### src/energy_mode_pkg.sv
// Constants and carrier types shared by the energy-mode power-domain control.
// Assumes a single 200 MHz system clock and a synchronous reset.
package energy_mode_pkg;

  // ----------------------------------------------------------------------
  // Timing
  // ----------------------------------------------------------------------
  localparam int CLK_PERIOD_PS   = 5000;
  localparam int DOMAIN_RAMP_NS  = 50;  // Least time for a domain to settle
  localparam int ISO_SETUP_NS    = 20;  // Least isolation time before cut
  localparam int RAMP_CYCLES     =
    (DOMAIN_RAMP_NS * 1000 + CLK_PERIOD_PS - 1) / CLK_PERIOD_PS;
  localparam int ISO_CYCLES      =
    (ISO_SETUP_NS * 1000 + CLK_PERIOD_PS - 1) / CLK_PERIOD_PS;
  localparam int CNT_W           = 8;
  // Worst switch turnaround: finish isolation, idle one cycle, full ramp
  localparam int SETTLE_CYCLES   = ISO_CYCLES + RAMP_CYCLES + 2;

  // ----------------------------------------------------------------------
  // Domains and levels
  // ----------------------------------------------------------------------
  localparam int NUM_DOMAINS     = 6;
  localparam int DOM_BASE        = 0;
  localparam int DOM_AUX_B       = 1;
  localparam int DOM_AUX_C       = 2;
  localparam int DOM_AUX_D       = 3;
  localparam int DOM_SHARED      = 4;
  localparam int DOM_ACTIVE      = 5;

  typedef enum logic [4:0] {
    RUN_MODE        = 5'h01,
    SLEEP_MODE      = 5'h02,
    DEEP_SLEEP_MODE = 5'h04,
    STOP_MODE       = 5'h08,
    SHUTOFF_MODE    = 5'h10
  } energy_mode_type;

  typedef enum logic [1:0] {
    LOWEST_VOLTAGE_LEVEL       = 2'h0,
    INTERMEDIATE_VOLTAGE_LEVEL = 2'h1,
    TOP_VOLTAGE_LEVEL          = 2'h2
  } voltage_level_type;

  localparam voltage_level_type RUN_LEVEL_RESET = TOP_VOLTAGE_LEVEL;
  localparam voltage_level_type LOW_LEVEL_RESET = LOWEST_VOLTAGE_LEVEL;
  localparam energy_mode_type   MODE_RESET      = RUN_MODE;

  // Per-domain switch outputs
  typedef struct packed {
    logic [NUM_DOMAINS-1:0] pwr_en;   // Domain supply switch closed
    logic [NUM_DOMAINS-1:0] iso;      // Isolation and reset held
  } domain_ctrl_type;

  // Peripheral enables grouped by the auxiliary domain they sit on
  typedef struct packed {
    logic aux_b;
    logic aux_c;
    logic aux_d;
    logic shared_aux;
  } aux_enable_type;

endpackage

### src/domain_switch.sv
// One power-domain switch with ordered isolation around supply changes.
// Assumes want_on comes from logic on the same clock.
`timescale 1ns/1ps
`default_nettype none
module domain_switch (
  input  wire logic clk,
  input  wire logic sys_rst,
  input  wire logic want_on,
  output logic      pwr_en,
  output logic      iso
);

  typedef enum logic [3:0] {
    SW_OFF  = 4'h1,
    SW_RAMP = 4'h2,
    SW_ON   = 4'h4,
    SW_ISO  = 4'h8
  } sw_state_type;

  sw_state_type                        state_q;
  sw_state_type                        state_d;
  logic [energy_mode_pkg::CNT_W-1:0]   cnt_q;
  logic [energy_mode_pkg::CNT_W-1:0]   cnt_d;
  wire logic                           ramp_done;
  wire logic                           iso_done;

  // ----------------------------------------------------------------------
  // Sequencing
  // ----------------------------------------------------------------------
  assign ramp_done = cnt_q ==
    energy_mode_pkg::CNT_W'(energy_mode_pkg::RAMP_CYCLES - 1);
  assign iso_done = cnt_q ==
    energy_mode_pkg::CNT_W'(energy_mode_pkg::ISO_CYCLES - 1);

  // Next state; a ramp always completes so the rail never chatters
  always_comb begin
    state_d = state_q;
    cnt_d   = cnt_q + energy_mode_pkg::CNT_W'(1);
    case (state_q)
      SW_OFF: begin
        cnt_d = '0;
        if (want_on) begin
          state_d = SW_RAMP;
        end
      end
      SW_RAMP: begin
        if (ramp_done) begin
          cnt_d   = '0;
          state_d = want_on ? SW_ON : SW_OFF;
        end
      end
      SW_ON: begin
        cnt_d = '0;
        if (!want_on) begin
          state_d = SW_ISO;
        end
      end
      SW_ISO: begin
        if (iso_done) begin
          cnt_d   = '0;
          state_d = SW_OFF;
        end
      end
      default: begin
        cnt_d   = '0;
        state_d = SW_OFF;
      end
    endcase
  end

  always_ff @(posedge clk) begin
    if (sys_rst) begin
      state_q <= SW_OFF;
      cnt_q   <= '0;
    end else begin
      state_q <= state_d;
      cnt_q   <= cnt_d;
    end
  end

  // Outputs straight from the one-hot state flops
  assign pwr_en = state_q[1] | state_q[2] | state_q[3];
  assign iso    = !state_q[2];

  // Isolation released only with the supply up
  AST_ISO_NEEDS_PWR: assert property (@(posedge clk) disable iff (sys_rst)
    !iso |-> pwr_en) else $error("isolation released without power");

  // Supply cut only after isolation held for the setup time
  AST_ISO_BEFORE_CUT: assert property (@(posedge clk) disable iff (sys_rst)
    $fell(pwr_en) |-> $past(iso) && $past(iso, 4))
    else $error("supply cut without isolation setup");

endmodule
`default_nettype wire

### src/energy_mode_power_domain_ctrl.sv
// Energy-mode power-domain controller: domain switches, regulator level,
// RAM block power and the supply-low interrupt.
// Assumes mode request and enables come from logic on clk; supply_low is
// an asynchronous analog comparator level.
//
// Summary of operation
// Always-on domain stays powered in every mode, shutoff included.
// Shutoff mode powers down every low-power domain.
// Base retention domain powered in run, sleep, deep-sleep and stop.
// Aux domain powered in deep-sleep and stop while a peripheral uses it.
// Aux domain powered down when none of its peripherals is enabled.
// Shared aux domain powered whenever aux b, c or d is in use; the code keeps it off in shutoff.
// Active domain always powered in run and sleep.
// Active domain always off in deep-sleep, stop and shutoff.
// Peripherals not on always-on or low-power domains use the active one.
// Two voltage selections: run/sleep and deep-sleep/stop.
// Run/sleep selection resets to the top voltage level.
// Software picks intermediate level only at core clock up to 40 MHz.
// Lowest level is selectable for deep-sleep and stop.
// Regulator target follows the mode's selection on every transition.
// Software can switch off power to unused RAM blocks.
// Low supply raises a maskable interrupt for buck bypass.
// Domain powers up before isolation release; isolates before cut.
`timescale 1ns/1ps
`default_nettype none
module energy_mode_power_domain_ctrl #(
  parameter int RAM_BLOCKS = 8
) (
  input  wire logic                               clk,
  input  wire logic                               sys_rst,
  input  wire energy_mode_pkg::energy_mode_type   mode_req,
  input  wire energy_mode_pkg::aux_enable_type    aux_en,
  input  wire logic                               active_periph_en,
  input  wire energy_mode_pkg::voltage_level_type run_level_sel,
  input  wire logic                               run_level_wr,
  input  wire energy_mode_pkg::voltage_level_type low_level_sel,
  input  wire logic                               low_level_wr,
  input  wire logic [RAM_BLOCKS-1:0]              ram_unused,
  input  wire logic                               supply_low,
  input  wire logic                               supply_irq_en,
  input  wire logic                               supply_irq_clr,
  output energy_mode_pkg::energy_mode_type        mode,
  output logic                                    always_on_domain,
  output energy_mode_pkg::domain_ctrl_type        domains,
  output logic                                    active_periph_iso,
  output energy_mode_pkg::voltage_level_type      regulator_target,
  output energy_mode_pkg::voltage_level_type      run_level,
  output energy_mode_pkg::voltage_level_type      low_level,
  output logic [RAM_BLOCKS-1:0]                   ram_pwr_en,
  output logic                                    supply_low_flag,
  output logic                                    supply_irq
);

  // ----------------------------------------------------------------------
  // State
  // ----------------------------------------------------------------------
  energy_mode_pkg::energy_mode_type   mode_q;
  energy_mode_pkg::voltage_level_type run_level_q;
  energy_mode_pkg::voltage_level_type low_level_q;
  energy_mode_pkg::voltage_level_type target_q;
  energy_mode_pkg::voltage_level_type target_d;
  logic [RAM_BLOCKS-1:0]              ram_pwr_q;
  logic                               low_meta_q;
  logic                               low_sync_q;
  logic                               low_prev_q;
  logic                               flag_q;
  wire logic [energy_mode_pkg::NUM_DOMAINS-1:0] want_on;

  // ----------------------------------------------------------------------
  // Mode decode
  // ----------------------------------------------------------------------
  wire logic is_awake   = (mode_q == energy_mode_pkg::RUN_MODE) ||
                          (mode_q == energy_mode_pkg::SLEEP_MODE);
  wire logic is_low     = (mode_q == energy_mode_pkg::DEEP_SLEEP_MODE) ||
                          (mode_q == energy_mode_pkg::STOP_MODE);
  wire logic is_shutoff = (mode_q == energy_mode_pkg::SHUTOFF_MODE);
  wire logic any_bcd    = aux_en.aux_b | aux_en.aux_c | aux_en.aux_d;
  wire logic low_rise   = low_sync_q & !low_prev_q;

  // Unknown or multi-hot requests are ignored; the mode stays put
  wire logic req_legal  = $onehot(mode_req);

  // Mode register
  always_ff @(posedge clk) begin
    if (sys_rst) begin
      mode_q <= energy_mode_pkg::MODE_RESET;
    end else if (req_legal) begin
      mode_q <= mode_req;
    end
  end

  // ----------------------------------------------------------------------
  // Domain demand
  // ----------------------------------------------------------------------
  assign always_on_domain = 1'b1;

  // Auxiliary domains follow their peripheral enables in any mode but shutoff
  assign want_on[energy_mode_pkg::DOM_BASE]   = !is_shutoff;
  assign want_on[energy_mode_pkg::DOM_AUX_B]  =
    !is_shutoff & aux_en.aux_b;
  assign want_on[energy_mode_pkg::DOM_AUX_C]  =
    !is_shutoff & aux_en.aux_c;
  assign want_on[energy_mode_pkg::DOM_AUX_D]  =
    !is_shutoff & aux_en.aux_d;
  assign want_on[energy_mode_pkg::DOM_SHARED] =
    !is_shutoff & (aux_en.shared_aux | any_bcd);
  // Every unlisted peripheral lives here, so it tracks the awake modes only
  assign want_on[energy_mode_pkg::DOM_ACTIVE] = is_awake;

  // One sequenced switch per domain
  genvar g;
  generate
    for (g = 0; g < energy_mode_pkg::NUM_DOMAINS; g++) begin : g_dom
      domain_switch u_switch (
        .clk     (clk),
        .sys_rst (sys_rst),
        .want_on (want_on[g]),
        .pwr_en  (domains.pwr_en[g]),
        .iso     (domains.iso[g])
      );
    end
  endgenerate

  // Active peripherals stay isolated when disabled or unpowered
  assign active_periph_iso =
    domains.iso[energy_mode_pkg::DOM_ACTIVE] | !active_periph_en;

  // ----------------------------------------------------------------------
  // Voltage scaling
  // ----------------------------------------------------------------------
  // Lowest level cannot hold a running core, so run writes refuse it
  wire logic run_wr_ok = run_level_wr &&
    (run_level_sel != energy_mode_pkg::LOWEST_VOLTAGE_LEVEL) &&
    (run_level_sel <= energy_mode_pkg::TOP_VOLTAGE_LEVEL);
  wire logic low_wr_ok = low_level_wr &&
    (low_level_sel <= energy_mode_pkg::TOP_VOLTAGE_LEVEL);

  // Selection registers
  always_ff @(posedge clk) begin
    if (sys_rst) begin
      run_level_q <= energy_mode_pkg::RUN_LEVEL_RESET;
      low_level_q <= energy_mode_pkg::LOW_LEVEL_RESET;
    end else begin
      if (run_wr_ok) begin
        run_level_q <= run_level_sel;
      end
      if (low_wr_ok) begin
        low_level_q <= low_level_sel;
      end
    end
  end

  // Target follows the mode with no software step
  assign target_d = is_awake ? run_level_q : low_level_q;

  always_ff @(posedge clk) begin
    if (sys_rst) begin
      target_q <= energy_mode_pkg::RUN_LEVEL_RESET;
    end else begin
      target_q <= target_d;
    end
  end

  // ----------------------------------------------------------------------
  // RAM block power
  // ----------------------------------------------------------------------
  // Retention RAM lives on the base domain, so shutoff loses it anyway
  always_ff @(posedge clk) begin
    if (sys_rst) begin
      ram_pwr_q <= '1;
    end else begin
      ram_pwr_q <= is_shutoff ? '0 : ~ram_unused;
    end
  end

  // ----------------------------------------------------------------------
  // Supply monitor
  // ----------------------------------------------------------------------
  // Two-stage synchroniser, then edge detect on the second stage
  always_ff @(posedge clk) begin
    if (sys_rst) begin
      low_meta_q <= 1'b0;
      low_sync_q <= 1'b0;
      low_prev_q <= 1'b0;
      flag_q     <= 1'b0;
    end else begin
      low_meta_q <= supply_low;
      low_sync_q <= low_meta_q;
      low_prev_q <= low_sync_q;
      flag_q     <= low_rise | (flag_q & !supply_irq_clr);
    end
  end

  assign mode             = mode_q;
  assign regulator_target = target_q;
  assign run_level        = run_level_q;
  assign low_level        = low_level_q;
  assign ram_pwr_en       = ram_pwr_q;
  assign supply_low_flag  = flag_q;
  assign supply_irq       = flag_q & supply_irq_en;

  // ----------------------------------------------------------------------
  // Checks
  // ----------------------------------------------------------------------
  localparam logic [energy_mode_pkg::CNT_W-1:0] HOLD_LAST =
    energy_mode_pkg::CNT_W'(energy_mode_pkg::SETTLE_CYCLES - 1);

  // Watched conditions; counters replace long repetitions in the checks
  wire logic [6:0] hold_cond = {
    is_shutoff,              // 6
    !is_shutoff,             // 5
    is_low && aux_en.aux_b,  // 4
    !aux_en.aux_c,           // 3
    any_bcd && !is_shutoff,  // 2
    is_awake,                // 1
    !is_awake                // 0
  };
  logic [6:0][energy_mode_pkg::CNT_W-1:0] hold_q;
  wire logic [6:0]                        held;

  // Held once a condition has stood for the worst switch turnaround
  genvar h;
  generate
    for (h = 0; h < 7; h++) begin : g_hold
      assign held[h] = hold_cond[h] && (hold_q[h] >= HOLD_LAST);
    end
  endgenerate

  // Saturating counts, cleared whenever the condition drops
  always_ff @(posedge clk) begin
    for (int i = 0; i < 7; i++) begin
      if (sys_rst || !hold_cond[i]) begin
        hold_q[i] <= '0;
      end else if (!held[i]) begin
        hold_q[i] <= hold_q[i] + energy_mode_pkg::CNT_W'(1);
      end
    end
  end

  AST_ALWAYS_ON: assert property (@(posedge clk) disable iff (sys_rst)
    always_on_domain) else $error("always-on domain dropped");

  AST_SHUTOFF_ALL_OFF: assert property (@(posedge clk) disable iff (sys_rst)
    held[6] |-> domains.pwr_en == '0)
    else $error("low-power domain alive in shutoff");

  AST_BASE_ON: assert property (@(posedge clk) disable iff (sys_rst)
    held[5] |-> domains.pwr_en[energy_mode_pkg::DOM_BASE] &&
    !domains.iso[energy_mode_pkg::DOM_BASE])
    else $error("base retention domain not up");

  AST_AUX_FOLLOWS: assert property (@(posedge clk) disable iff (sys_rst)
    held[4] |->
    domains.pwr_en[energy_mode_pkg::DOM_AUX_B])
    else $error("aux b off while in use");

  AST_AUX_DROPS: assert property (@(posedge clk) disable iff (sys_rst)
    held[3] |-> !domains.pwr_en[energy_mode_pkg::DOM_AUX_C])
    else $error("aux c on while unused");

  AST_SHARED_WITH_BCD: assert property (@(posedge clk) disable iff (sys_rst)
    held[2] |->
    domains.pwr_en[energy_mode_pkg::DOM_SHARED])
    else $error("shared aux off while b, c or d used");

  AST_ACTIVE_AWAKE: assert property (@(posedge clk) disable iff (sys_rst)
    held[1] |-> domains.pwr_en[energy_mode_pkg::DOM_ACTIVE])
    else $error("active domain off while awake");

  AST_ACTIVE_ASLEEP: assert property (@(posedge clk) disable iff (sys_rst)
    held[0] |-> !domains.pwr_en[energy_mode_pkg::DOM_ACTIVE])
    else $error("active domain on while asleep");

  AST_TARGET_SWITCH: assert property (@(posedge clk) disable iff (sys_rst)
    $changed(mode_q) |=> regulator_target ==
    ($past(is_awake) ? $past(run_level_q) : $past(low_level_q)))
    else $error("regulator target did not follow mode");

  AST_RUN_NOT_LOWEST: assert property (@(posedge clk) disable iff (sys_rst)
    run_level_q != energy_mode_pkg::LOWEST_VOLTAGE_LEVEL)
    else $error("run level at lowest");

  AST_SUPPLY_IRQ: assert property (@(posedge clk) disable iff (sys_rst)
    $rose(low_sync_q) && supply_irq_en |=> supply_irq)
    else $error("low supply did not interrupt");

  AST_RAM_OFF: assert property (@(posedge clk) disable iff (sys_rst)
    ram_unused[0] |=> !ram_pwr_en[0])
    else $error("unused RAM block still powered");

endmodule
`default_nettype wire

### config.mk
export PLATFORM = sky130hd
export DESIGN_NAME = energy_mode_power_domain_ctrl
export DESIGN_NICKNAME = d
export VERILOG_FILES = /design/src/energy_mode_pkg.sv /design/src/domain_switch.sv /design/src/energy_mode_power_domain_ctrl.sv
export SDC_FILE = /design/constraint.sdc
export NUM_CORES = 1
export LEC_CHECK = 0
export ABC_CLOCK_PERIOD_IN_PS = 6950
export BUFFER_PORTS_ARGS = -buffer_cell sky130_fd_sc_hd__buf_2
export CAP_MARGIN = 10
export CORE_ASPECT_RATIO = 0.75
export CORE_MARGIN = 4
export CORE_UTILIZATION = 29
export DETAILED_ROUTE_END_ITERATION = 10
export GPL_TIMING_DRIVEN = 1
export SYNTH_ARGS = -nofsm -noshare
export SYNTH_HDL_FRONTEND = slang
export SYNTH_SLANG_ARGS = --single-unit
### constraint.sdc
create_clock -name clk -period 6.95 [get_ports clk]
set_clock_uncertainty 0.2 [all_clocks]
set_input_delay 0.3475 -clock clk [delete_from_list [all_inputs] [get_ports clk]]
set_output_delay 0.3475 -clock clk [all_outputs]
set_load 0.005 [all_outputs]
==> results of run 1 <==
## critical path, cell delays in order
cell	delay, ps
buf_2	90
inv_1	60
fa_1	510
fa_1	370
inv_1	70
ha_1	230
nor3_2	460
mux2i_1	250
nand2_1	70
## routing by layer
layer | GRT usage [%] | wire length (um) | up-vias
met1 | 14.6 | 4770 | 1765
met5 | 0 | 0 | -
li1 | - | - | 1844
met3 | 3.56 | 449 | 15
met4 | 3.98 | 173 | 0
met2 | 19.1 | 4630 | 77
## cells in the mapped netlist, types with 4 or more instances
| cell type | number | area (um^2) |
|---|---|---|
| inv_1 | 30 | 113 |
| buf_4 | 13 | 97.6 |
| and3_1 | 11 | 68.8 |
| dfxtp_1 | 95 | 1900 |
| o211ai_1 | 4 | 30.0 |
| xnor2_1 | 9 | 78.8 |
| ha_1 | 13 | 163 |
| xor2_1 | 34 | 298 |
| nand2b_1 | 7 | 43.8 |
| o21ai_0 | 17 | 85.1 |
| a21o_1 | 6 | 45.0 |
| nor2b_1 | 14 | 87.6 |
| a31o_2 | 4 | 35.0 |
| clkbuf_1 | 8 | 30.0 |
| mux2i_1 | 7 | 70.1 |
| or4_1 | 5 | 37.5 |
| nor3_1 | 16 | 80.1 |
| o21a_1 | 5 | 37.5 |
| nand2_1 | 19 | 71.3 |
| nand3_1 | 40 | 200 |
| a21oi_1 | 13 | 65.1 |
| nor2_1 | 69 | 259 |
## worst paths after layout
kind / from / endpoint / slack (ps) / cells after the start
setup reg to reg: g_dom[1].u_switch.cnt_q[0]$_SDFF_PP0_ / g_dom[1].u_switch.state_q[2]$_SDFFE_PP0P_ / 4810 / 5
setup / recovery: mode_req[0] / mode[0]$_SDFFE_PP1N_ / 4470 / 9
hold / removal: ram_unused[2] / ram_pwr_en[2]$_SDFF_PP1_ / 20 / 2
hold reg to reg: low_meta_q$_SDFF_PP0_ / low_sync_q$_SDFF_PP0_ / 260 / 1
## cell families after synthesis
group	Yosys count	share of synthesized area [%]
buffers and inverters	54	5.87
AND/OR/NAND/NOR	210	24.6
other	1	0.0823
AO/OA/AOI/OAI	80	13.5
flip-flops	95	41.7
adder cells (fa/ha/maj)	15	4.45
XOR/XNOR	43	8.26
multiplexers	7	1.54
## cell usage in the layout (no fill, tap or decap), types with 4 or more instances in the layout
cell type / synthesis / layout
buf_2: 1 / 62
clkbuf_16: 0 / 9
nor2b_1: 14 / 14
o21a_1: 5 / 5
or4_1: 5 / 5
ha_1: 13 / 13
inv_1: 30 / 30
dlygate4sd3_1: 0 / 5
a31o_2: 4 / 4
o211ai_1: 4 / 4
nor2_1: 69 / 69
nand2b_1: 7 / 7
xor2_1: 34 / 34
dfxtp_1: 95 / 95
xnor2_1: 9 / 9
nand3_1: 40 / 40
a21oi_1: 13 / 13
and3_1: 11 / 11
nand2_1: 19 / 19
mux2i_1: 7 / 7
a21o_1: 6 / 6
o21ai_0: 17 / 17
nor3_1: 16 / 16
## registers in the layout, indices dropped and copies added, names as in the netlist
register                cells
supply_low_flag             1
low_level                   2
low_meta_q                  1
low_prev_q                  1
run_level                   2
g_dom.u_switch.cnt_q       48
regulator_target            2
ram_pwr_en                  8
low_sync_q                  1
mode                        5
g_dom.u_switch.state_q     24
## layout make-up
class | instances | area (um^2) | area share [%]
inverter | 30 | 113 | 2.12
clock inverter | 4 | 45.0 | 0.848
timing repair buffer | 67 | 360 | 6.78
clock buffer | 12 | 246 | 4.64
sequential | 95 | 1900 | 35.8
multi-input combinational | 356 | 2390 | 45.0
tap | 205 | 256 | 4.83
## power by group
group / switching, mW / internal, mW / total [mW] / leakage, nW
Sequential: 0.0337 / 0.571 / 0.605 / 0.773
Clock: 0.198 / 0.287 / 0.485 / 0.146
Combinational: 0.0917 / 0.0831 / 0.175 / 1.20
Total: 0.323 / 0.941 / 1.26 / 2.12
==> results, run 1 <==
- The run finished with clean final reports.
- For this run, the share of the core covered by cells in the final layout is 34.7%.
- The post-synth net total is 549.
- Setup repair after global routing left no endpoint under its margin.
- The first global-routing pass estimated 17200 um of wire.
- The overall die width is 153 um.
- The initial core utilization is 29.7%.
- The required time at the worst-slack endpoint is 6930 ps.
- The kind of start point of the critical path is an input port.
- Entering global routing, the biggest net connects 34 pins.
- The flip-flop and latch count after synthesis is 95.
- Timing would allow up to 404 MHz.
- The via count of the first global-routing pass is 3697.
- The number of gates resized after cts is 0.
- After detailed routing, the number of vias per cell comes to 4.81.
- Summed over all layers, the global routing overflow is 0.
- The sequential area share after synthesis is 41.7%.
- In the final layout, the share of cells above drive strength 1 is 18.4%.
- The worst path meets setup with 4470 ps of slack.
- The DRC violation count after routing is 0.
- The async set or reset register ratio after synthesis is 0%.
- The number of non-filler instances in the completed layout is 769.
- The maximum resistive drop on vdd is 0.118 mV.
- The synthesis-to-layout area growth is 16.5%.
- The global router's overall resource usage is 11.6%.
- The Yosys warning count is 0.
- The static leakage is 2.12 nW.
- The number of DRC violations after detailed-routing iteration 0 is 143.
- Summing all placed instances gives a cell area of 4970 um^2.
- The congestion estimate from routability-driven global placement came to 0.786.
- The initial antenna violation count is 0.
- A synthesized cell averages 9.03 um^2.
- TritonCTS built the clock tree.
- STA classifies the critical path endpoint as a flop.
- The slew at the pin closest to its max-slew limit is 820 ps.
- The number of flops mapped to enable cells by yosys is 0.
- The layout has 1595 filler cells.
- The kind of path behind the tightest hold check is in -> reg.
- Dividing total power by cell area gives a power density of 238 nW/um^2.
- The final clock period utilization by the worst path is 35.6%.
- The post-synthesis instance area is 4560 um^2.
- The number of search-and-repair iterations in the first detailed-routing pass is 4.
- The post-CTS repair timing setup buffer count is 0.
- The number of buffers created by CTS is 9.
- The worst path in the final design needs a cycle of 2480 ps, including I/O delays and setup.
- The number of slew-limit violations in the final report is 0.
- The height of the die is 117 um.
- The worst-case hold slack is 16.8 ps.
- The maximum number of buffers from clock root to sink is 2.
- The deepest level of the CTS H-tree is 3.
- Of all nets on the critical path, the largest fanout is 5.
- CTS placed an instance of clkbuf_16 at the clock tree root.
- The count of endpoints failing hold in the final timing report was 0.
- The signal arrival time at the worst endpoint is 2460 ps.
- The placement row count is 39.
- After routing the design area is 5310 um^2.
- The sum of net half-perimeters after detailed placement is 7280 um.
- 64 I/O pins were placed.
- The die covers 17800 um^2.
- After clock tree synthesis, the clock-pin slew on the worst setup and hold paths is 60 ps.
- The final layout contains 603 nets.
- After floorplanning, the core was sized to cover 15300 um^2.
- Wires add up to 10000 um.
- Adding up every negative setup slack in the final design gives 0 ps.
- The final routed wire length divided by cell count is 13.0 um.
- The number of placed instances, taps included is 748.
- The max-cap violation count is 0.
- Counting every instance in the synthesized netlist gives 505.
- The number of hold buffers added after CTS was 5.
- In this run the tightest slew margin relative to its limit is 44.6%.
- The via count is 3701.
- The setup slack at placement is 4120 ps.
- Buffers placed on the I/O ports in this run total 62.
- The predominant post-synthesis flop cell is dfxtp_1.
- The number of antenna diodes in the final layout is 0.
- The clock net sink count is 95.
- The count of endpoints failing setup in the final report is 0.
- Yosys mapped the design onto 65 distinct sky130hd cell types.
- For the worst-skew pair, the clock arrives at the later sink with an insertion delay of 340 ps.
- The design draws 1.26 mW.
- The detail route stage leaves a number of antenna-violating nets equal to 0.
- The worst setup path is of the in -> reg kind.
Note: power is estimated with default switching activity, not from simulation.
==> inputs of run 2 (changes only) <==
--- a/config.mk
+++ b/config.mk
@@ -5,7 +5,7 @@
 export SDC_FILE = /design/constraint.sdc
 export NUM_CORES = 1
 export LEC_CHECK = 0
-export ABC_CLOCK_PERIOD_IN_PS = 6950
+export ABC_CLOCK_PERIOD_IN_PS = 2500
 export BUFFER_PORTS_ARGS = -buffer_cell sky130_fd_sc_hd__buf_2
 export CAP_MARGIN = 10
 export CORE_ASPECT_RATIO = 0.75
==> constraint.sdc (replaced) <==
create_clock -name clk -period 2.5 [get_ports clk]
set_clock_uncertainty 0.2 [all_clocks]
set_input_delay 0.125 -clock clk [delete_from_list [all_inputs] [get_ports clk]]
set_output_delay 0.125 -clock clk [all_outputs]
set_load 0.005 [all_outputs]
==> results, run 2 (same netlist as run 1, synthesis figures left out) <==
- The met3 global-route usage was 3.33% (-0.22 points).
- The via count of the first global-routing pass came to 3702 (+0.14%).
- In this run the critical register-to-register path is launched from g_dom[1].u_switch.cnt_q[0]$_SDFF_PP0_.
- The number of top-level design ports is 64 (unchanged).
- The layout net count came to 632 (+4.8%).
- The area of the die is 17800 um^2 (unchanged).
- The number of gates resized after cts is 0 (unchanged).
- The sum of net half-perimeters after detailed placement is 7260 um (-0.33%).
- The cell area power density is 626 nW/um^2 (+160%).
- The final routed wire length divided by cell count is 12.8 um (-2.1%).
- The library cell used most frequently in the layout, excluding fill and tap cells, is dfxtp_1.
- The signal arrival time at the worst endpoint came to 2170 ps (-290 ps).
- The count of endpoints failing hold in the final timing report is 0 (unchanged).
- The number of slew-limit violations in the final report came to 0 (unchanged).
- The class of the most critical setup path is in -> reg.
- The register with the most flip-flops in the final layout is g_dom.u_switch.cnt_q.
- The wire length after detailed routing was 10100 um (+1.2%).
- The antenna diode count was 0 (unchanged).
- The number of buffers inserted by port buffering is 62 (unchanged).
- Traced cell by cell, the critical path runs through dlygate4sd3_1 -> buf_2 -> inv_1 -> fa_1 -> inv_1 -> ha_1 -> nor3_2 -> buf_4 -> mux2i_1 -> nor2_1.
- The clock-pin slew reported for the worst setup and hold paths after clock tree synthesis is 60 ps (about the same).
- The clock tree from TritonCTS is done.
- The worst path needs 2150 ps of the cycle, external delays included.
- The number of search-and-repair iterations in the first detailed-routing pass is 4 (unchanged).
- The endpoint of the worst-slack reg-to-reg timing path is g_dom[1].u_switch.state_q[2]$_SDFFE_PP0P_.
- The clock root buffer is clkbuf_16.
- The post-CTS repair timing setup buffer count is 0 (unchanged).
- The overall die width is 153 um (unchanged).
- The share of cells above drive strength 1 was 17.6% (-0.81 points).
- The number of cells traversed by the worst register-to-register path was 5 (unchanged).
- The fill cell total of the finished layout came to 1566 (-1.8%).
- The reg-to-reg setup timing slack is 420 ps (-4390 ps).
- The max-cap violation count is 0 (unchanged).
- The static leakage is 2.23 nW (+5.5%).
- The deepest level of the CTS H-tree is 3 (unchanged).
- The clock net sink count is 95 (unchanged).
- The layer flagged by global routing as most heavily used is met2.
- The total area of sequential cells is 1900 um^2 (unchanged).
- The area of the placeable core is 15300 um^2 (unchanged).
- The worst-case hold slack is 23.9 ps (+7.17 ps).
- The placement row count is 39 (unchanged).
- The run finished with clean final reports.
- The maximum fanout along the worst path is 5 (unchanged).
- The latest clock arrival within the worst-skew pair is 330 ps (about the same).
- The global routing met2 resource utilization was 20.0% (+0.88 points).
- The accumulated negative setup slack is 0 ps (unchanged).
- Setup repair after global routing left no endpoint under its margin.
- The initial antenna violation count is 0 (unchanged).
- The type of element capturing the critical path is a flop.
- The pin count of the biggest net entering global routing is 21 (-38%).
- The end of the critical path is mode[3]$_SDFFE_PP0N_.
- The most critical setup path has its startpoint at mode_req[2].
- The maximum number of buffers from clock root to sink is 2 (unchanged).
- The maximum resistive drop on vdd is 0.367 mV (+210%).
- The wire length of the first global-routing pass was 17500 um (+2.1%).
- The DRC violation count after routing is 0 (unchanged).
- In the layout the commonest cells are dfxtp_1, nor2_1, buf_2.
- The instance count on the critical path is 10 (+1).
- The height of the die was 117 um (unchanged).
- The initial core utilization is 29.7% (unchanged).
- The slew at the pin closest to its max-slew limit came to 686 ps (-134 ps).
- The count of endpoints failing setup in the final report is 0 (unchanged).
- The via count is 3692 (-0.24%).
- The post-detailed-route via-to-cell ratio was 4.64 (-3.5%).
- The highest cell delay on the worst timing path is 540 ps (+30 ps).
- The number of buffers created by CTS is 9 (unchanged).
- The worst max-slew margin expressed relative to the limit is 53.9% (+9.3 points).
- The flip-flop count of the largest register after layout came to 48 (unchanged).
- In this design, the critical path's most frequently occurring cell is inv_1.
- The final critical path takes up 86.2% of the cycle.
- The min-delay analysis places its worst path in the category in -> reg.
- The multi-input combinational cell area is 2390 um^2 (unchanged).
- The top achievable clock speed is 464 MHz.
- The cts-stage hold buffer count is 31 (+26).
- The final weighted congestion in routability-driven placement is 0.807 (+2.7%).
- The global router's overall resource usage is 11.8% (+0.18 points).
- The family of cells with the greatest summed delay on the critical path is buffers and inverters.
- The kind of start point of the critical path is an input port.
- The required time at the worst-slack endpoint is 2520 ps (-4410 ps).
- The combined buffer and inverter count along the critical path is 5 (+2).
- The leftover overflow at the end of global routing is 0 (unchanged).
- The met1 layer usage reported by global route is 15.1% (+0.50 points).
- The synthesis-to-layout area growth is 22.2%.
- The number of DRC violations after detailed-routing iteration 0 came to 185 (+29%).
- The number of routed nets with antenna violations is 0 (unchanged).
- The slowest stage of the critical path is the dlygate4sd3_1 cell.
## run 2: changes by cell type in the layout (fill, tap and decap cells not counted), sizes merged
cell | before | now
clkinv | 3 | 1
clkbuf | 12 | 11
buf | 62 | 65
dlygate4sd3 | 5 | 31
## run 2: tightest hold or removal path: stages
cell and delay (ps):
buf_2 90, nor4_1 80, o21ai_0 150, a21oi_1 60
## run 2: layout make-up
cell class                      instances  share of cell area [%]
Multi-Input combinational cell        356                    42.9
Sequential cell                        95                    34.1
Timing Repair Buffer                   96                    11.5
Tap cell                              205                    4.60
Clock buffer                           11                    4.18
Inverter                               30                    2.02
Clock inverter                          2                   0.629
## run 2: worst min-delay path by stage
| stage | from | to | slack, ps | depth (start not counted) |
|---|---|---|---|---|
| 2_1_floorplan | ram_unused[0] | ram_pwr_en[0]$_SDFF_PP1_ | 40 | 1 |
| 3_3_place_gp | ram_unused[3] | ram_pwr_en[3]$_SDFF_PP1_ | 120 | 2 |
| 3_5_place_dp | ram_unused[3] | ram_pwr_en[3]$_SDFF_PP1_ | 130 | 2 |
| 4_1_cts | aux_en[0] | g_dom[4].u_switch.state_q[3]$_SDFFE_PP0P_ | 10 | 4 |
| 5_1_grt | aux_en[0] | g_dom[4].u_switch.state_q[3]$_SDFFE_PP0P_ | 50 | 4 |
| 6_report | aux_en[0] | g_dom[4].u_switch.state_q[3]$_SDFFE_PP0P_ | 20 | 4 |
## run 2: power breakdown
group,switching (mW),internal (mW)
Combinational,0.261,0.263
Clock,0.525,0.757
Sequential,0.0926,1.59
## run 2: metal layers
layer | share of wire [%] | wire length [um]
met2 | 47 | 4780
met3 | 4.3 | 432
met1 | 48 | 4860
met4 | 0.67 | 68
met5 | 0 | 0
## run 2: per-stage QoR
step | util [%] | cells | power (mW) | instance area, um^2 | setup slack [ps]
after floorplan | - | 505 | 2.07 | 4560 | 221
after global placement | 32.6 | 751 | 2.18 | 4990 | 199
after detailed placement | 32.6 | 751 | 2.20 | 4990 | 116
after CTS | 36.4 | 795 | 3.54 | 5570 | 396
after global routing | 36.4 | 795 | 3.68 | 5570 | 217
final | 36.4 | 795 | 3.49 | 5570 | 346
